**src/axr_pkg.sv**
```systemverilog
// Notes on behaviour
// - Move-to is opcode 05, sub-op 00 in bits 21-25; index bits 6-10, source 11-15.
// - Nonzero privilege traps instead of writing; index above 6 is not written.
// - A narrow auxiliary register keeps only the low n bits of the source.
// - Configuration bit 31 enables the instruction cache.
// - Configuration bit 30 enables the data cache.
// - Configuration bit 29 permits burst writes on the external bus.
// - Configuration bit 28 selects byte order: clear big, set little endian.
// - Configuration bit 27 enables trap step; bits 26 and 25 are reserved.
// - Writing one to configuration bit 24 puts the processor to sleep.
// - Configuration bit 23 selects zero or one multiplier wait state.
// - Configuration bits 22 to 19 freeze instruction cache quarters one to four.
// - Reset clears all thirteen configuration bits and the status word.
// - Index 2 is the timer; 3 and 4 the non-cacheable window offset and mask.
// - Indexes 5 and 6 are the write-through window offset and mask.
// - Index 7 holds the program counter copy, outside the write range.
// - The read instruction returns narrow registers zero-extended in the low bits.
package axr_pkg;

  // ***************************************************************
  // Instruction fields (bit 0 of the word is the MSB in the ISA)
  // ***************************************************************
  localparam int          AXR_OPC_MSB    = 31;
  localparam int          AXR_OPC_LSB    = 26;
  localparam int          AXR_IDX_MSB    = 25;
  localparam int          AXR_IDX_LSB    = 21;
  localparam int          AXR_SRC_MSB    = 20;
  localparam int          AXR_SRC_LSB    = 16;
  localparam int          AXR_SUB_MSB    = 10;
  localparam int          AXR_SUB_LSB    = 6;
  localparam int          AXR_DST_MSB    = 4;
  localparam int          AXR_DST_LSB    = 0;
  localparam logic [5:0]  AXR_OPC_DIAG   = 6'h05;
  localparam logic [4:0]  AXR_SUB_MOVE_TO   = 5'h00;
  localparam logic [4:0]  AXR_SUB_MOVE_FROM = 5'h01;
  localparam logic [4:0]  AXR_IDX_WR_MAX = 5'h06;
  localparam logic [4:0]  AXR_IDX_RD_MAX = 5'h07;

  // ***************************************************************
  // Auxiliary register indexes
  // ***************************************************************
  localparam logic [2:0]  AXR_IDX_CFG    = 3'h0;
  localparam logic [2:0]  AXR_IDX_PSW    = 3'h1;
  localparam logic [2:0]  AXR_IDX_TMR    = 3'h2;
  localparam logic [2:0]  AXR_IDX_NCO    = 3'h3;
  localparam logic [2:0]  AXR_IDX_NCM    = 3'h4;
  localparam logic [2:0]  AXR_IDX_WTO    = 3'h5;
  localparam logic [2:0]  AXR_IDX_WTM    = 3'h6;
  localparam logic [2:0]  AXR_IDX_PCC    = 3'h7;

  // ***************************************************************
  // Configuration field positions (ISA bit 31 is word bit 0)
  // ***************************************************************
  localparam int          AXR_CFG_W      = 13;
  localparam int          AXR_CFG_ICACHE = 0;
  localparam int          AXR_CFG_DCACHE = 1;
  localparam int          AXR_CFG_BURST  = 2;
  localparam int          AXR_CFG_ENDIAN = 3;
  localparam int          AXR_CFG_TSTEP  = 4;
  localparam int          AXR_CFG_RSV0   = 5;
  localparam int          AXR_CFG_RSV1   = 6;
  localparam int          AXR_CFG_SLEEP  = 7;
  localparam int          AXR_CFG_MWAIT  = 8;
  localparam int          AXR_CFG_FRZ_LSB = 9;

  // ***************************************************************
  // Reset values
  // ***************************************************************
  localparam logic [12:0] AXR_CFG_RST    = 13'h0000;
  localparam logic [31:0] AXR_PSW_RST    = 32'h00000000;
  localparam logic [31:0] AXR_WIN_RST    = 32'h00000000;

  // ***************************************************************
  // Types
  // ***************************************************************
  typedef enum logic [1:0] {
    AXR_ST_IDLE  = 2'b01,
    AXR_ST_FETCH = 2'b10
  } axr_state_e;

  typedef struct packed {
    axr_state_e    st;
    logic          ready;
    logic          done;
    logic          trap;
    logic [4:0]    src;
    logic [2:0]    idx;
    logic          wen;
    logic [4:0]    waddr;
    logic [31:0]   wdata;
    logic [12:0]   cfg;
    logic          sleep;
    logic [31:0]   processor_status_word;
    logic [31:0]   tmr;
    logic          tload;
    logic [31:0]   nco;
    logic [31:0]   ncm;
    logic [31:0]   wto;
    logic [31:0]   wtm;
    logic [31:0]   pcc;
  } axr_regs_s;

  // Low bits of a word into the configuration width
  function automatic logic [12:0] axr_cfg_fit(input logic [31:0] w);
    axr_cfg_fit = w[AXR_CFG_W-1:0];
  endfunction

  // Configuration back to a word, upper bits zero
  function automatic logic [31:0] axr_cfg_wide(input logic [12:0] c);
    axr_cfg_wide = {19'h00000, c};
  endfunction

endpackage

```
**src/axr_decode.sv**
```systemverilog
`timescale 1ns/1ps
module axr_decode (
  input  wire logic [31:0] instr,
  output logic             is_move_to,
  output logic             is_move_from,
  output logic [4:0]       aux_idx,
  output logic [4:0]       gr_src,
  output logic [4:0]       gr_dst,
  output logic             wr_idx_ok,
  output logic             rd_idx_ok
);
  import axr_pkg::*;

  logic is_diag;

  always_comb begin
    is_diag      = instr[AXR_OPC_MSB:AXR_OPC_LSB] == AXR_OPC_DIAG;
    is_move_to   = is_diag && (instr[AXR_SUB_MSB:AXR_SUB_LSB] == AXR_SUB_MOVE_TO);
    is_move_from = is_diag && (instr[AXR_SUB_MSB:AXR_SUB_LSB] == AXR_SUB_MOVE_FROM);
    aux_idx      = instr[AXR_IDX_MSB:AXR_IDX_LSB];
    gr_src       = instr[AXR_SRC_MSB:AXR_SRC_LSB];
    gr_dst       = instr[AXR_DST_MSB:AXR_DST_LSB];
    // Undefined targets are simply dropped rather than trapped
    wr_idx_ok    = aux_idx <= AXR_IDX_WR_MAX;
    rd_idx_ok    = aux_idx <= AXR_IDX_RD_MAX;
  end
endmodule

```
**src/axr_regbank.sv**
```systemverilog
`timescale 1ns/1ps
module axr_regbank (
  input  wire logic        clk,
  input  wire logic        rstn,
  input  wire logic        ce,
  input  wire logic        instr_valid,
  input  wire logic [31:0] instr,
  input  wire logic [1:0]  priv_level,
  input  wire logic [31:0] gr_rdata,
  input  wire logic [31:0] pc_value,
  output logic             instr_ready,
  output logic             instr_done,
  output logic             priv_trap,
  output logic [4:0]       gr_raddr,
  output logic             gr_wen,
  output logic [4:0]       gr_waddr,
  output logic [31:0]      gr_wdata,
  output logic             icache_en,
  output logic             dcache_en,
  output logic             burst_wr_en,
  output logic             little_endian,
  output logic             trap_step_en,
  output logic             sleep_enter,
  output logic             mult_wait,
  output logic [3:0]       icache_freeze,
  output logic [31:0]      psw_value,
  output logic [31:0]      timer_value,
  output logic             timer_load,
  output logic [31:0]      noncache_offset,
  output logic [31:0]      noncache_mask,
  output logic [31:0]      wthru_offset,
  output logic [31:0]      wthru_mask
);
  import axr_pkg::*;

  // ***************************************************************
  // Decode
  // ***************************************************************
  logic        dec_to;
  logic        dec_from;
  logic [4:0]  dec_idx;
  logic [4:0]  dec_src;
  logic [4:0]  dec_dst;
  logic        dec_wr_ok;
  logic        dec_rd_ok;
  logic        take;
  logic        privileged;
  logic [31:0] rd_word;

  axr_decode u_dec (
    .instr        (instr),
    .is_move_to   (dec_to),
    .is_move_from (dec_from),
    .aux_idx      (dec_idx),
    .gr_src       (dec_src),
    .gr_dst       (dec_dst),
    .wr_idx_ok    (dec_wr_ok),
    .rd_idx_ok    (dec_rd_ok)
  );

  axr_regs_s r;
  axr_regs_s r_nxt;

  // ***************************************************************
  // Read-back selection
  // ***************************************************************
  always_comb begin
    case (dec_idx[2:0])
      AXR_IDX_CFG: rd_word = axr_cfg_wide(r.cfg);
      AXR_IDX_PSW: rd_word = r.processor_status_word;
      AXR_IDX_TMR: rd_word = r.tmr;
      AXR_IDX_NCO: rd_word = r.nco;
      AXR_IDX_NCM: rd_word = r.ncm;
      AXR_IDX_WTO: rd_word = r.wto;
      AXR_IDX_WTM: rd_word = r.wtm;
      AXR_IDX_PCC: rd_word = r.pcc;
      default:     rd_word = 32'h00000000;
    endcase
  end

  // ***************************************************************
  // Next state
  // ***************************************************************
  always_comb begin
    r_nxt       = r;
    take        = instr_valid && r.ready;
    privileged  = priv_level == 2'h0;
    r_nxt.done  = 1'b0;
    r_nxt.trap  = 1'b0;
    r_nxt.wen   = 1'b0;
    r_nxt.sleep = 1'b0;
    r_nxt.tload = 1'b0;
    // The program counter copy is not writable; it just tracks the core
    r_nxt.pcc   = pc_value;
    case (r.st)
      AXR_ST_IDLE: begin
        if (take && (dec_to || dec_from)) begin
          if (!privileged) begin
            r_nxt.trap = 1'b1;
            r_nxt.done = 1'b1;
          end else if (dec_to) begin
            if (dec_wr_ok) begin
              // Operand fetch takes a cycle; hold off the next instruction
              r_nxt.src   = dec_src;
              r_nxt.idx   = dec_idx[2:0];
              r_nxt.st    = AXR_ST_FETCH;
              r_nxt.ready = 1'b0;
            end else begin
              r_nxt.done = 1'b1;
            end
          end else begin
            if (dec_rd_ok) begin
              r_nxt.wen   = 1'b1;
              r_nxt.waddr = dec_dst;
              r_nxt.wdata = rd_word;
            end
            r_nxt.done = 1'b1;
          end
        end
      end
      AXR_ST_FETCH: begin
        case (r.idx)
          AXR_IDX_CFG: begin
            r_nxt.cfg   = axr_cfg_fit(gr_rdata);
            r_nxt.sleep = gr_rdata[AXR_CFG_SLEEP];
          end
          AXR_IDX_PSW: r_nxt.processor_status_word = gr_rdata;
          AXR_IDX_TMR: begin
            r_nxt.tmr   = gr_rdata;
            r_nxt.tload = 1'b1;
          end
          AXR_IDX_NCO: r_nxt.nco = gr_rdata;
          AXR_IDX_NCM: r_nxt.ncm = gr_rdata;
          AXR_IDX_WTO: r_nxt.wto = gr_rdata;
          AXR_IDX_WTM: r_nxt.wtm = gr_rdata;
          default: r_nxt.done = 1'b0;
        endcase
        r_nxt.done  = 1'b1;
        r_nxt.st    = AXR_ST_IDLE;
        // Ready returns with the new value already on the outputs
        r_nxt.ready = 1'b1;
      end
      default: begin
        r_nxt.st    = AXR_ST_IDLE;
        r_nxt.ready = 1'b1;
      end
    endcase
  end

  // ***************************************************************
  // State register
  // ***************************************************************
  always_ff @(posedge clk or negedge rstn) begin
    if (!rstn) begin
      r.st    <= AXR_ST_IDLE;
      r.ready <= 1'b1;
      r.done  <= 1'b0;
      r.trap  <= 1'b0;
      r.src   <= 5'h00;
      r.idx   <= 3'h0;
      r.wen   <= 1'b0;
      r.waddr <= 5'h00;
      r.wdata <= 32'h00000000;
      r.cfg   <= AXR_CFG_RST;
      r.sleep <= 1'b0;
      r.processor_status_word   <= AXR_PSW_RST;
      r.tmr   <= AXR_WIN_RST;
      r.tload <= 1'b0;
      r.nco   <= AXR_WIN_RST;
      r.ncm   <= AXR_WIN_RST;
      r.wto   <= AXR_WIN_RST;
      r.wtm   <= AXR_WIN_RST;
      r.pcc   <= 32'h00000000;
    end else if (ce) begin
      r <= r_nxt;
    end
  end

  // ***************************************************************
  // Outputs
  // ***************************************************************
  always_comb begin
    instr_ready     = r.ready;
    instr_done      = r.done;
    priv_trap       = r.trap;
    gr_raddr        = r.src;
    gr_wen          = r.wen;
    gr_waddr        = r.waddr;
    gr_wdata        = r.wdata;
    icache_en       = r.cfg[AXR_CFG_ICACHE];
    dcache_en       = r.cfg[AXR_CFG_DCACHE];
    burst_wr_en     = r.cfg[AXR_CFG_BURST];
    little_endian   = r.cfg[AXR_CFG_ENDIAN];
    trap_step_en    = r.cfg[AXR_CFG_TSTEP];
    sleep_enter     = r.sleep;
    mult_wait       = r.cfg[AXR_CFG_MWAIT];
    // Word bit 9 is ISA bit 22, the first quarter
    icache_freeze   = {r.cfg[AXR_CFG_FRZ_LSB], r.cfg[AXR_CFG_FRZ_LSB+1],
                       r.cfg[AXR_CFG_FRZ_LSB+2], r.cfg[AXR_CFG_FRZ_LSB+3]};
    psw_value       = r.processor_status_word;
    timer_value     = r.tmr;
    timer_load      = r.tload;
    noncache_offset = r.nco;
    noncache_mask   = r.ncm;
    wthru_offset    = r.wto;
    wthru_mask      = r.wtm;
  end
endmodule

```
**config.mk**
```make
export PLATFORM = sky130hd
export DESIGN_NAME = axr_regbank
export DESIGN_NICKNAME = d
export VERILOG_FILES = /design/src/axr_pkg.sv /design/src/axr_decode.sv /design/src/axr_regbank.sv
export SDC_FILE = /design/constraint.sdc
export NUM_CORES = 1
export LEC_CHECK = 0
export BUFFER_PORTS_ARGS = -buffer_cell sky130_fd_sc_hd__buf_2
export CORE_MARGIN = 5
export CORE_UTILIZATION = 40
export CTS_CLUSTER_SIZE = 30
export DETAILED_ROUTE_END_ITERATION = 8
export MAX_ROUTING_LAYER = met4
export PLACE_DENSITY = 0.65
export SYNTH_ARGS = -nofsm -noshare
export SYNTH_HDL_FRONTEND = slang
export SYNTH_SLANG_ARGS = --single-unit
```
**constraint.sdc**
```tcl
create_clock -name clk -period 3.55 [get_ports clk]
set_clock_uncertainty 0.05 [all_clocks]
set_input_delay 0.1775 -clock clk [delete_from_list [all_inputs] [get_ports clk]]
set_output_delay 0.1775 -clock clk [all_outputs]
set_load 0.02 [all_outputs]
```
==> key figures, run 1 <==
Yosys
  – Most numerous cell in the Yosys netlist: dfrtp_1
  – Top_reg_cell synth: dfrtp_1
  – Post-synth net total: 1267
  – Largest cells by area after synthesis: dfrtp_1, mux2_2, buf_4
  – Ys async rst share: 1.00
  – Yosys top cell area share: 0.495
  – Seq/Total Area, Yosys: 0.497
  – Area leader, netlist: dfrtp_1
  – Synthesized area: 0.0145 mm^2
  – List of most frequent post-synthesis cells: dfrtp_1, mux2_2, buf_4
  – #FFs+latches synth: 289
  – Yosys warning total: 0
  – Avg Inst Size Synth: 12.5 um^2
  – Post-synth EDFFs: 0
  – Syn Inst Count: 1163
  – Yosys cell types: 46

Pwr
  – Total leakage power: 0.00886 uW
  – Worst vdd rail ir drop: 0.418 mV
  – Power per standard cell area: 439 mW/mm^2

Worst setup path
  – Critical-path maximum fanout: 22
  – Worst setup path endpoint: gr_waddr[3]
  – RR Startpoint: r[288]
  – R2r setup slk: 0.78 ns
  – CP startpoint: r[288]
  – Worst Setup Path Type: reg -> reg
  – Worst endpoint required time: 3.90 ns
  – Worst Reg2Reg Path Length in Cells: 6
  – CP Data Arrival Time: 3.12 ns
  – CP Capture Type: flop
  – Setup crit start kind: flop
  – Reg2reg end: gr_waddr[3]

Die
  – Die area: 0.0403 mm^2
  – Standard-cell rows: 69
  – CORE AREA: 0.0357 mm^2
  – I/O pins: 352
  – Chip width: 201 um
  – Initial Util: 0.407
  – Die extent in y: 201 um

Global route
  – GRT Overall Usage: 0.216
  – First-pass GRT wire length: 65900 um
  – Total gr overflow: 0
  – Number of global-route vias before repair: 10400
  – Largest net degree at the start of global routing: 111
  – Initial antenna violation count: 0

Timing
  – Post-route minimum period: 2.77 ns
  – Final TNS setup: 0 ns
  – Fmax: 361 MHz
  – Worst-Margin Slew: 0.905 ns
  – Period utilization: 0.780
  – Unrepaired setup endpoints after global routing: false
  – Slew headroom: 0.396
  – Final setup viols: 0
  – Fin. max-slew vios: 0
  – Hold violation total from the final report: 0

Placed design
  – Placed Instance Area: 0.0151 mm^2
  – GPL Wtd Cong: 0.799
  – PortBufs: 345
  – HPWL after DPL: 28200 um

Worst hold path
  – WHS Path Cells: 5
  – Hold Crit Class: in -> reg

Clock tree
  – Worst-Skew Late Latency: 0.51 ns
  – Root Buffer: clkbuf_16
  – CTS tree: done
  – Clk buf depth: 3
  – Total CTS buffers: 35
  – CTS sink count: 289
  – Postcts setup bufs: 0
  – H-Tree Depth: 2
  – Clk slew on worst S/H paths: 0.06 ns

Layout
  – # diodes: 0
  – Nets: 1456
  – Layout cell share with drive strength beyond 1: 0.534
  – Fin area: 0.0171 mm^2
  – Area delta synth->final: 17.2%

Detailed routing
  – Post-route DRC: 0
  – DR WL/cell: 23.3 um
  – Via count: 9645
  – Starting DRT DRC Count: 368
  – Post-DRT Antenna Nets: 0
  – Vias per Instance: 5.25
  – Pre-antenna DRT Iters: 5
  – Final WL: 42800 um

Status
  – Status: complete, no violations

Job
  – MaxCap Viol Count: 0
==> cell usage in the layout, fill, tap and decap left out, drive strengths merged, types with 4 or more instances in the layout <==
| master | Yosys | final |
|---|---|---|
| nor3 | 5 | 5 |
| mux4 | 17 | 17 |
| o2bb2ai | 8 | 8 |
| a211oi | 4 | 4 |
| dfrtp | 288 | 288 |
| clkbuf | 41 | 50 |
| a221oi | 14 | 14 |
| inv | 18 | 20 |
| nand2b | 8 | 8 |
| o31ai | 13 | 13 |
| mux2i | 25 | 25 |
| or3b | 4 | 4 |
| a22oi | 10 | 10 |
| nand2 | 26 | 26 |
| buf | 260 | 373 |
| a22o | 9 | 9 |
| o22ai | 4 | 4 |
| nand3 | 5 | 5 |
| o21ai | 42 | 42 |
| nor2 | 29 | 29 |
| dlygate4sd3 | 0 | 80 |
| nor2b | 8 | 8 |
| mux2 | 280 | 280 |
| clkinv | 1 | 6 |
| a21oi | 14 | 14 |
==> how the worst min path moves through the flow <==
stage	endpoint	slack, ns	from
floorplan	burst_wr_en	-0.17	rstn
global placement	psw_value[10]	0.27	rstn
detailed placement	psw_value[10]	0.28	rstn
CTS	instr_done	0.07	instr_valid
global route	instr_done	0.12	instr_valid
finish	instr_done	0.1	instr_valid
==> stage by stage <==
step                power [uW]  setup slack [ns]  utilization  instances  hold WS (ns)
global placement          3960             0.779        0.423       1696         0.273
CTS                       7590             0.729        0.477       1836        0.0740
global route              7780             0.675        0.477       1836         0.119
floorplan                 3720              1.14            -       1163        -0.168
detailed placement        3960             0.719        0.423       1696         0.278
finish                    7480             0.781        0.477       1836        0.0973
==> critical path, stage by stage (launching register included) <==
cell     delay, ns
dfstp_2       0.55
ha_1          0.19
inv_1         0.08
or4_1         0.80
nor2_4        0.18
buf_4         0.38
mux2_2        0.39
==> final cells by class <==
class | instances | area (um^2)
inverter | 19 | 71.3
timing repair buffer | 453 | 2810
fill | 3222 | 18700
clock buffer | 50 | 1000
sequential | 289 | 7230
clock inverter | 10 | 125
tap | 461 | 577
multi-input combinational | 554 | 5240
==> metal layers <==
layer | global-route usage | vias to the layer above | part of all wire
met5 | - | - | 0
met4 | 0.0516 | 0 | 0.022
met3 | 0.0567 | 67 | 0.071
met2 | 0.353 | 349 | 0.49
met1 | 0.272 | 4967 | 0.42
li1 | - | 4262 | -
==> where the power goes <==
| group | switching [uW] | leakage [uW] | total [uW] | internal, uW |
|---|---|---|---|---|
| logic | 318 | 0.00445 | 568 | 250 |
| clock network | 1400 | 0.000550 | 3520 | 2120 |
| registers | 38.3 | 0.00386 | 3400 | 3360 |
==> cell families (layout without fill, tap and decap cells) <==
| logic type | after synthesis | after routing | synth area share |
|---|---|---|---|
| DFF | 289 | 289 | 0.497 |
| AOI/OAI and AO/OA | 134 | 134 | 0.0628 |
| muxes | 322 | 322 | 0.260 |
| buffers and inverters | 320 | 532 | 0.146 |
| adders and majority gates | 2 | 2 | 0.00172 |
| and+or+nand+nor | 96 | 96 | 0.0321 |
==> sequential cells by signal, indices dropped and copies added, names as in the netlist <==
register,cells
icache_freeze,4
mult_wait,1
noncache_offset,32
sleep_enter,1
noncache_mask,32
instr_done,1
gr_waddr,5
r,40
burst_wr_en,1
gr_wen,1
gr_raddr,5
timer_load,1
priv_trap,1
wthru_offset,32
little_endian,1
psw_value,32
gr_wdata,32
timer_value,32
icache_en,1
wthru_mask,32
dcache_en,1
trap_step_en,1
==> what timing repair did <==
action	4_1_cts	5_1_grt
hold endpoints to repair	354	0
setup endpoints to repair	0	0
hold buffers	80	0
gates resized for setup	0	0
Power figures use the tool's default switching activity.
==> run 2: changes to the inputs <==
==> constraint.sdc (replaced) <==
create_clock -name clk -period 2.65 [get_ports clk]
set_clock_uncertainty 0.05 [all_clocks]
set_input_delay 0.1325 -clock clk [delete_from_list [all_inputs] [get_ports clk]]
set_output_delay 0.1325 -clock clk [all_outputs]
set_load 0.02 [all_outputs]
==> key figures, run 2 (synthesis results as in run 1) <==
Clock tree
  – CTS tree: done (unchanged)
  – Postcts setup bufs: 0 (unchanged)
  – Total CTS buffers: 34 (was 35)
  – CTS sink count: 289 (unchanged)
  – Clk slew on worst S/H paths: 0.06 ns (about the same)
  – Clk buf depth: 3 (unchanged)
  – Worst-Skew Late Latency: 0.52 ns (was 0.51 ns)
  – Root Buffer: clkbuf_16 (unchanged)
  – H-Tree Depth: 2 (unchanged)

Worst setup path
  – Worst Setup Path Type: reg -> reg (unchanged)
  – RR Startpoint: r[288] (unchanged)
  – Critical-path maximum fanout: 22 (unchanged)
  – CP Data Arrival Time: 2.75 ns (was 3.12 ns)
  – CP Capture Type: flop (unchanged)
  – Worst endpoint required time: 2.98 ns (was 3.90 ns)
  – Slowest CP cell: dfstp_2 (was or4_1)
  – Worst Reg2Reg Path Length in Cells: 7 (was 6)
  – Setup crit start kind: flop (unchanged)
  – Reg2reg end: gr_waddr[2] (was gr_waddr[3])
  – Max stage delay on crit path: 0.56 ns (was 0.80 ns)
  – R2r setup slk: 0.24 ns (was 0.78 ns)
  – Crit path cell chain: ha_1 > inv_1 > or4_1 > buf_4 > nor2_4 > buf_12 > mux2_1 (was ha_1 > inv_1 > or4_1 > nor2_4 > buf_4 > mux2_2)

Layout
  – Multi-input gate area: 0.00524 mm^2 (unchanged)
  – Most frequent cells in the layout: buf_2, dfrtp_1, mux2_2, dlygate4sd3_1, o21ai_0 (unchanged)
  – Largest register by flop count: r (unchanged)
  – Max FFs per register: 40 (unchanged)
  – Layout cell share with drive strength beyond 1: 0.539 (was 0.534)
  – Fin area: 0.0171 mm^2 (about the same)
  – Register Area: 0.00723 mm^2 (unchanged)
  – Nets: 1462 (was 1456)
  – Area delta synth->final: 17.9% (was 17.2%)
  – Fill count: 3235 (was 3222)
  – # diodes: 0 (unchanged)
  – Commonest non-fill, non-tap cell in the layout: buf_2 (unchanged)
  – Core Util, Final: 0.480 (was 0.477)

Pwr
  – Power per standard cell area: 582 mW/mm^2 (was 439 mW/mm^2)
  – Total leakage power: 0.00892 uW (was 0.00886 uW)
  – Worst vdd rail ir drop: 0.482 mV (was 0.418 mV)

Status
  – Status: complete, no violations (unchanged)

Timing
  – Worst-Margin Slew: 0.912 ns (was 0.905 ns)
  – Fmax: 414 MHz (was 361 MHz)
  – Final setup viols: 0 (unchanged)
  – Final TNS setup: 0 ns (unchanged)
  – Hold violation total from the final report: 0 (unchanged)
  – Unrepaired setup endpoints after global routing: false (unchanged)
  – Slew headroom: 0.391 (was 0.396)
  – Period utilization: 0.911 (was 0.780)
  – Post-route minimum period: 2.41 ns (was 2.77 ns)
  – Fin. max-slew vios: 0 (unchanged)

Die
  – Chip width: 201 um (unchanged)
  – Standard-cell rows: 69 (unchanged)
  – Die area: 0.0403 mm^2 (unchanged)
  – I/O pins: 352 (unchanged)
  – Die extent in y: 201 um (unchanged)
  – Initial Util: 0.407 (unchanged)
  – CORE AREA: 0.0357 mm^2 (unchanged)

Detailed routing
  – DR WL/cell: 23.4 um (was 23.3 um)
  – Starting DRT DRC Count: 393 (was 368)
  – Final WL: 43200 um (was 42800 um)
  – Vias per Instance: 5.24 (was 5.25)
  – Post-route DRC: 0 (unchanged)
  – Pre-antenna DRT Iters: 5 (unchanged)
  – Post-DRT Antenna Nets: 0 (unchanged)
  – Via count: 9664 (was 9645)

Global route
  – Initial antenna violation count: 0 (unchanged)
  – Number of global-route vias before repair: 10400 (about the same)
  – First-pass GRT wire length: 66300 um (was 65900 um)
  – GRT Overall Usage: 0.217 (was 0.216)
  – Largest net degree at the start of global routing: 83 (was 111)
  – Total gr overflow: 0 (unchanged)

Placed design
  – GPL Wtd Cong: 0.797 (was 0.799)
  – PortBufs: 345 (unchanged)
  – Placed Instance Area: 0.0152 mm^2 (was 0.0151 mm^2)
  – HPWL after DPL: 28800 um (was 28200 um)

Job
  – MaxCap Viol Count: 0 (unchanged)

Worst hold path
  – WHS Path Cells: 5 (unchanged)
  – Hold Crit Class: in -> reg (unchanged)
  – Worst Hold Launch: instr_valid (unchanged)
  – WHS Endpoint: r[289] (was instr_done)
[run 2: changes by cell type in the layout (fill, tap and decap cells not counted)]
cell	delta
clkinvlp_4	-1
clkinv_2	+3
buf_12	+4
inv_6	-1
clkbuf_1	-3
bufinv_16	-1
buf_4	+3
clkinv_4	+1
clkbuf_8	+5
clkinv_8	-1
clkbuf_16	-1
[run 2: per-layer routing]
| layer | up-vias | global-route usage | share of wire |
|---|---|---|---|
| li1 | 4277 | - | - |
| met1 | 4982 | 0.277 | 0.42 |
| met2 | 342 | 0.353 | 0.49 |
| met3 | 63 | 0.0528 | 0.069 |
| met4 | 0 | 0.0499 | 0.020 |
| met5 | - | - | 0 |
[run 2: metrics by stage]
| stage | hold WS, ns | total power [uW] | cells | setup WS (ns) |
|---|---|---|---|---|
| after floorplan | -0.213 | 4980 | 1163 | 0.237 |
| after global placement | 0.0411 | 5300 | 1703 | 0.251 |
| after detailed placement | 0.0444 | 5320 | 1703 | 0.186 |
| after CTS | 0.0202 | 10100 | 1844 | 0.179 |
| after global routing | 0.0665 | 10400 | 1844 | 0.110 |
| final | 0.0517 | 9980 | 1844 | 0.236 |
[run 2: repair_timing]
action / CTS / global route
setup endpoints to repair: 0 / 0
gates resized for setup: 0 / 0
endpoints found under the hold margin: 519 / 0
hold buffers: 80 / 0
[run 2: power by group]
group          switching (uW)  internal, uW
combinational             425           340
clock                    1860          2810
sequential               54.6          4500
[run 2: worst max-delay path: cells and delay by family (launching register included)]
family | cells | cell delay [ns]
AND/OR/NAND/NOR | 2 | 0.65
flip-flops | 1 | 0.56
buffers and inverters | 3 | 0.48
multiplexers | 1 | 0.35
adder cells (fa/ha/maj) | 1 | 0.19
[run 2: final cells by class]
class                           count  share of cell area
Clock buffer                       51              0.0604
Clock inverter                     10             0.00503
Inverter                           19             0.00416
Multi-Input combinational cell    554               0.305
Sequential cell                   289               0.422
Tap cell                          461              0.0336
Timing Repair Buffer              460               0.170
[run 2: worst max path at each step]
stage / cells past startpoint / end / slack, ns / startpoint
6_report: 7 / gr_waddr[2] / 0.24 / r[288]
4_1_cts: 6 / gr_wdata[23] / 0.18 / r[288]
5_1_grt: 6 / gr_wdata[23] / 0.11 / r[288]
3_3_place_gp: 6 / gr_wdata[23] / 0.25 / r[288]
2_1_floorplan: 7 / gr_waddr[0] / 0.24 / r[288]
3_5_place_dp: 6 / gr_wdata[23] / 0.19 / r[288]
==> run 3: changes to the inputs <==
--- a/config.mk
+++ b/config.mk
@@ -10,6 +10,7 @@
 export CORE_UTILIZATION = 40
 export CTS_CLUSTER_SIZE = 30
 export DETAILED_ROUTE_END_ITERATION = 8
+export GPL_ROUTABILITY_DRIVEN = 1
 export MAX_ROUTING_LAYER = met4
 export PLACE_DENSITY = 0.65
 export SYNTH_ARGS = -nofsm -noshare
==> constraint.sdc (replaced) <==
create_clock -name clk -period 2.65 [get_ports clk]
set_clock_uncertainty 0.05 [all_clocks]
set_input_delay 0.3975 -clock clk [delete_from_list [all_inputs] [get_ports clk]]
set_output_delay 0.3975 -clock clk [all_outputs]
set_load 0.02 [all_outputs]
==> key figures, run 3 (synthesis results as in run 1) <==
Worst setup path
  – Max stage delay on crit path: 0.57 ns (was 0.56 ns)
  – Setup crit start kind: flop (unchanged)
  – Worst endpoint required time: 3.06 ns (was 2.98 ns)
  – CP Data Arrival Time: 2.90 ns (was 2.75 ns)
  – CP Capture Type: flop (unchanged)
  – Worst Setup Path Type: reg -> reg (unchanged)
  – WP buf/inv: 3 (unchanged)
  – Slowest CP cell: dfstp_2 (unchanged)
  – Worst path most repeated cell: buf_4
  – Largest delay share family, worst path: simple AND/OR/NAND/NOR gates (unchanged)
  – Critical-path maximum fanout: 10 (was 22)
  – Crit path cell chain: ha_1 > inv_1 > or4_1 > buf_4 > or2_1 > buf_4 > o31ai_1 (was ha_1 > inv_1 > or4_1 > buf_4 > nor2_4 > buf_12 > mux2_1)

Timing
  – Period utilization: 0.939 (was 0.911)
  – Final setup viols: 0 (unchanged)
  – Fin. max-slew vios: 0 (unchanged)
  – Worst-Margin Slew: 0.746 ns (was 0.912 ns)
  – Final TNS setup: 0 ns (unchanged)
  – Slew headroom: 0.503 (was 0.391)
  – Post-route minimum period: 2.49 ns (was 2.41 ns)
  – Final WS setup: 0.162 ns (was 0.236 ns)
  – Hold violation total from the final report: 0 (unchanged)
  – Unrepaired setup endpoints after global routing: false (unchanged)
  – Fmax: 402 MHz (was 414 MHz)

Layout
  – Multi-input gate area: 0.00524 mm^2 (unchanged)
  – Fill count: 3218 (was 3235)
  – Register Area: 0.00723 mm^2 (unchanged)
  – Nets: 1441 (was 1462)
  – Commonest non-fill, non-tap cell in the layout: buf_2 (unchanged)
  – Most frequent cells in the layout: buf_2, dfrtp_1, mux2_2, buf_4, o21ai_0 (was buf_2, dfrtp_1, mux2_2, dlygate4sd3_1, o21ai_0)
  – Area delta synth->final: 15.9% (was 17.9%)
  – Layout cell share with drive strength beyond 1: 0.557 (was 0.539)
  – Largest register by flop count: r (unchanged)
  – Core Util, Final: 0.472 (was 0.480)
  – Final Non-Filler Cells: 1823 (was 1844)
  – Max FFs per register: 40 (unchanged)

Die
  – Initial Util: 0.407 (unchanged)
  – Chip width: 201 um (unchanged)
  – Standard-cell rows: 69 (unchanged)
  – Die area: 0.0403 mm^2 (unchanged)
  – I/O pins: 352 (unchanged)
  – Die extent in y: 201 um (unchanged)
  – CORE AREA: 0.0357 mm^2 (unchanged)

Global route
  – Initial antenna violation count: 4 (was 0)
  – Number of global-route vias before repair: 10300 (was 10400)
  – GRT Overall Usage: 0.213 (was 0.217)
  – Total gr overflow: 0 (unchanged)
  – First-pass GRT wire length: 65300 um (was 66300 um)
  – Largest net degree at the start of global routing: 87 (was 83)

Detailed routing
  – DR WL/cell: 23.4 um (about the same)
  – Via count: 9574 (was 9664)
  – Pre-antenna DRT Iters: 9 (was 5)
  – Vias per Instance: 5.25 (was 5.24)
  – Starting DRT DRC Count: 494 (was 393)
  – Post-route DRC: 0 (unchanged)
  – Post-DRT Antenna Nets: 0 (unchanged)
  – Final WL: 42700 um (was 43200 um)

Clock tree
  – Root Buffer: clkbuf_16 (unchanged)
  – CTS tree: done (unchanged)
  – H-Tree Depth: 1 (was 2)
  – Worst-Skew Late Latency: 0.57 ns (was 0.52 ns)
  – Postcts setup bufs: 0 (unchanged)
  – Total CTS buffers: 31 (was 34)
  – Clk buf depth: 3 (unchanged)
  – CTS sink count: 289 (unchanged)
  – Clk slew on worst S/H paths: 0.06 ns (about the same)

Job
  – MaxCap Viol Count: 0 (unchanged)

Placed design
  – HPWL after DPL: 29500 um (was 28800 um)
  – GPL Wtd Cong: 0.799 (was 0.797)
  – Pre-CTS setup slack: -0.00987 ns (was 0.186 ns)
  – PortBufs: 345 (unchanged)
  – Post-Place Cells: 1725 (was 1703)

Status
  – Status: complete, no violations (unchanged)

Worst hold path
  – Hold Crit Class: in -> reg (unchanged)

Pwr
  – Worst vdd rail ir drop: 0.533 mV (was 0.482 mV)
  – Total leakage power: 0.00879 uW (was 0.00892 uW)
  – Power per standard cell area: 562 mW/mm^2 (was 582 mW/mm^2)
[run 3: cell count changes in the layout (fill, tap and decap cells not counted), sizes merged, moves of 2 or more]
cell and change:
dlygate4sd3 -40, buf +22, clkinv -6, diode +3
clkinvlp +2
[run 3: through the flow]
stage | hold slack (ns) | total power [uW] | instance area [um^2]
final | 0.0335 | 9480 | 16900
after global routing | 0.00390 | 9830 | 16900
after CTS | 0.00133 | 9590 | 16900
after detailed placement | 0.417 | 5350 | 15500
after global placement | 0.414 | 5330 | 15500
after floorplan | 0.0519 | 4980 | 14500
[run 3: layer usage]
metal / track usage / up-vias / part of all wire
li1: - / 4225 / -
met1: 0.272 / 4928 / 0.43
met2: 0.344 / 354 / 0.48
met3: 0.0562 / 67 / 0.071
met4: 0.0440 / 0 / 0.021
met5: - / - / 0
[run 3: repair_timing]
item | CTS | global route
hold buffers | 40 | 0
resized for setup | 0 | 0
endpoints found under the hold margin | 113 | 0
[run 3: area by class of cell]
cell class | instances | area share
Clock buffer | 50 | 0.0556
Multi-Input combinational cell | 554 | 0.311
Inverter | 19 | 0.00423
Clock inverter | 5 | 0.00223
Tap cell | 461 | 0.0342
Timing Repair Buffer | 442 | 0.164
Antenna cell | 3 | 0.000445
Sequential cell | 289 | 0.429
[run 3: worst paths after layout]
path / startpoint / end / slack (ns) / cells after the start
worst min register to register: gr_wen / gr_wen / 0.43 / 1
worst max register to register: r[288] / gr_wdata[3] / 0.16 / 7
min in group asynchronous: rstn / noncache_offset[10] / 0.41 / 2
worst max-delay path: r[288] / gr_wdata[3] / 0.16 / 7
max in group asynchronous: rstn / noncache_offset[25] / 1.42 / 3
worst min-delay path: pc_value[28] / r[28] / 0.03 / 2
[run 3: worst register-to-register path: cells and delay by family, from the launching register on]
family	cells	cell delay, ns
AOI/OAI and AO/OA	1	0.29
adders and majority gates	1	0.20
buffers and inverters	3	0.47
DFF	1	0.57
and+or+nand+nor	2	0.80
[run 3: where the power goes]
group          internal [uW]  total [uW]  switching [uW]
clock network           2400        4180            1780
logic                    326         749             424
registers               4500        4550            54.6
total                   7220        9480            2260
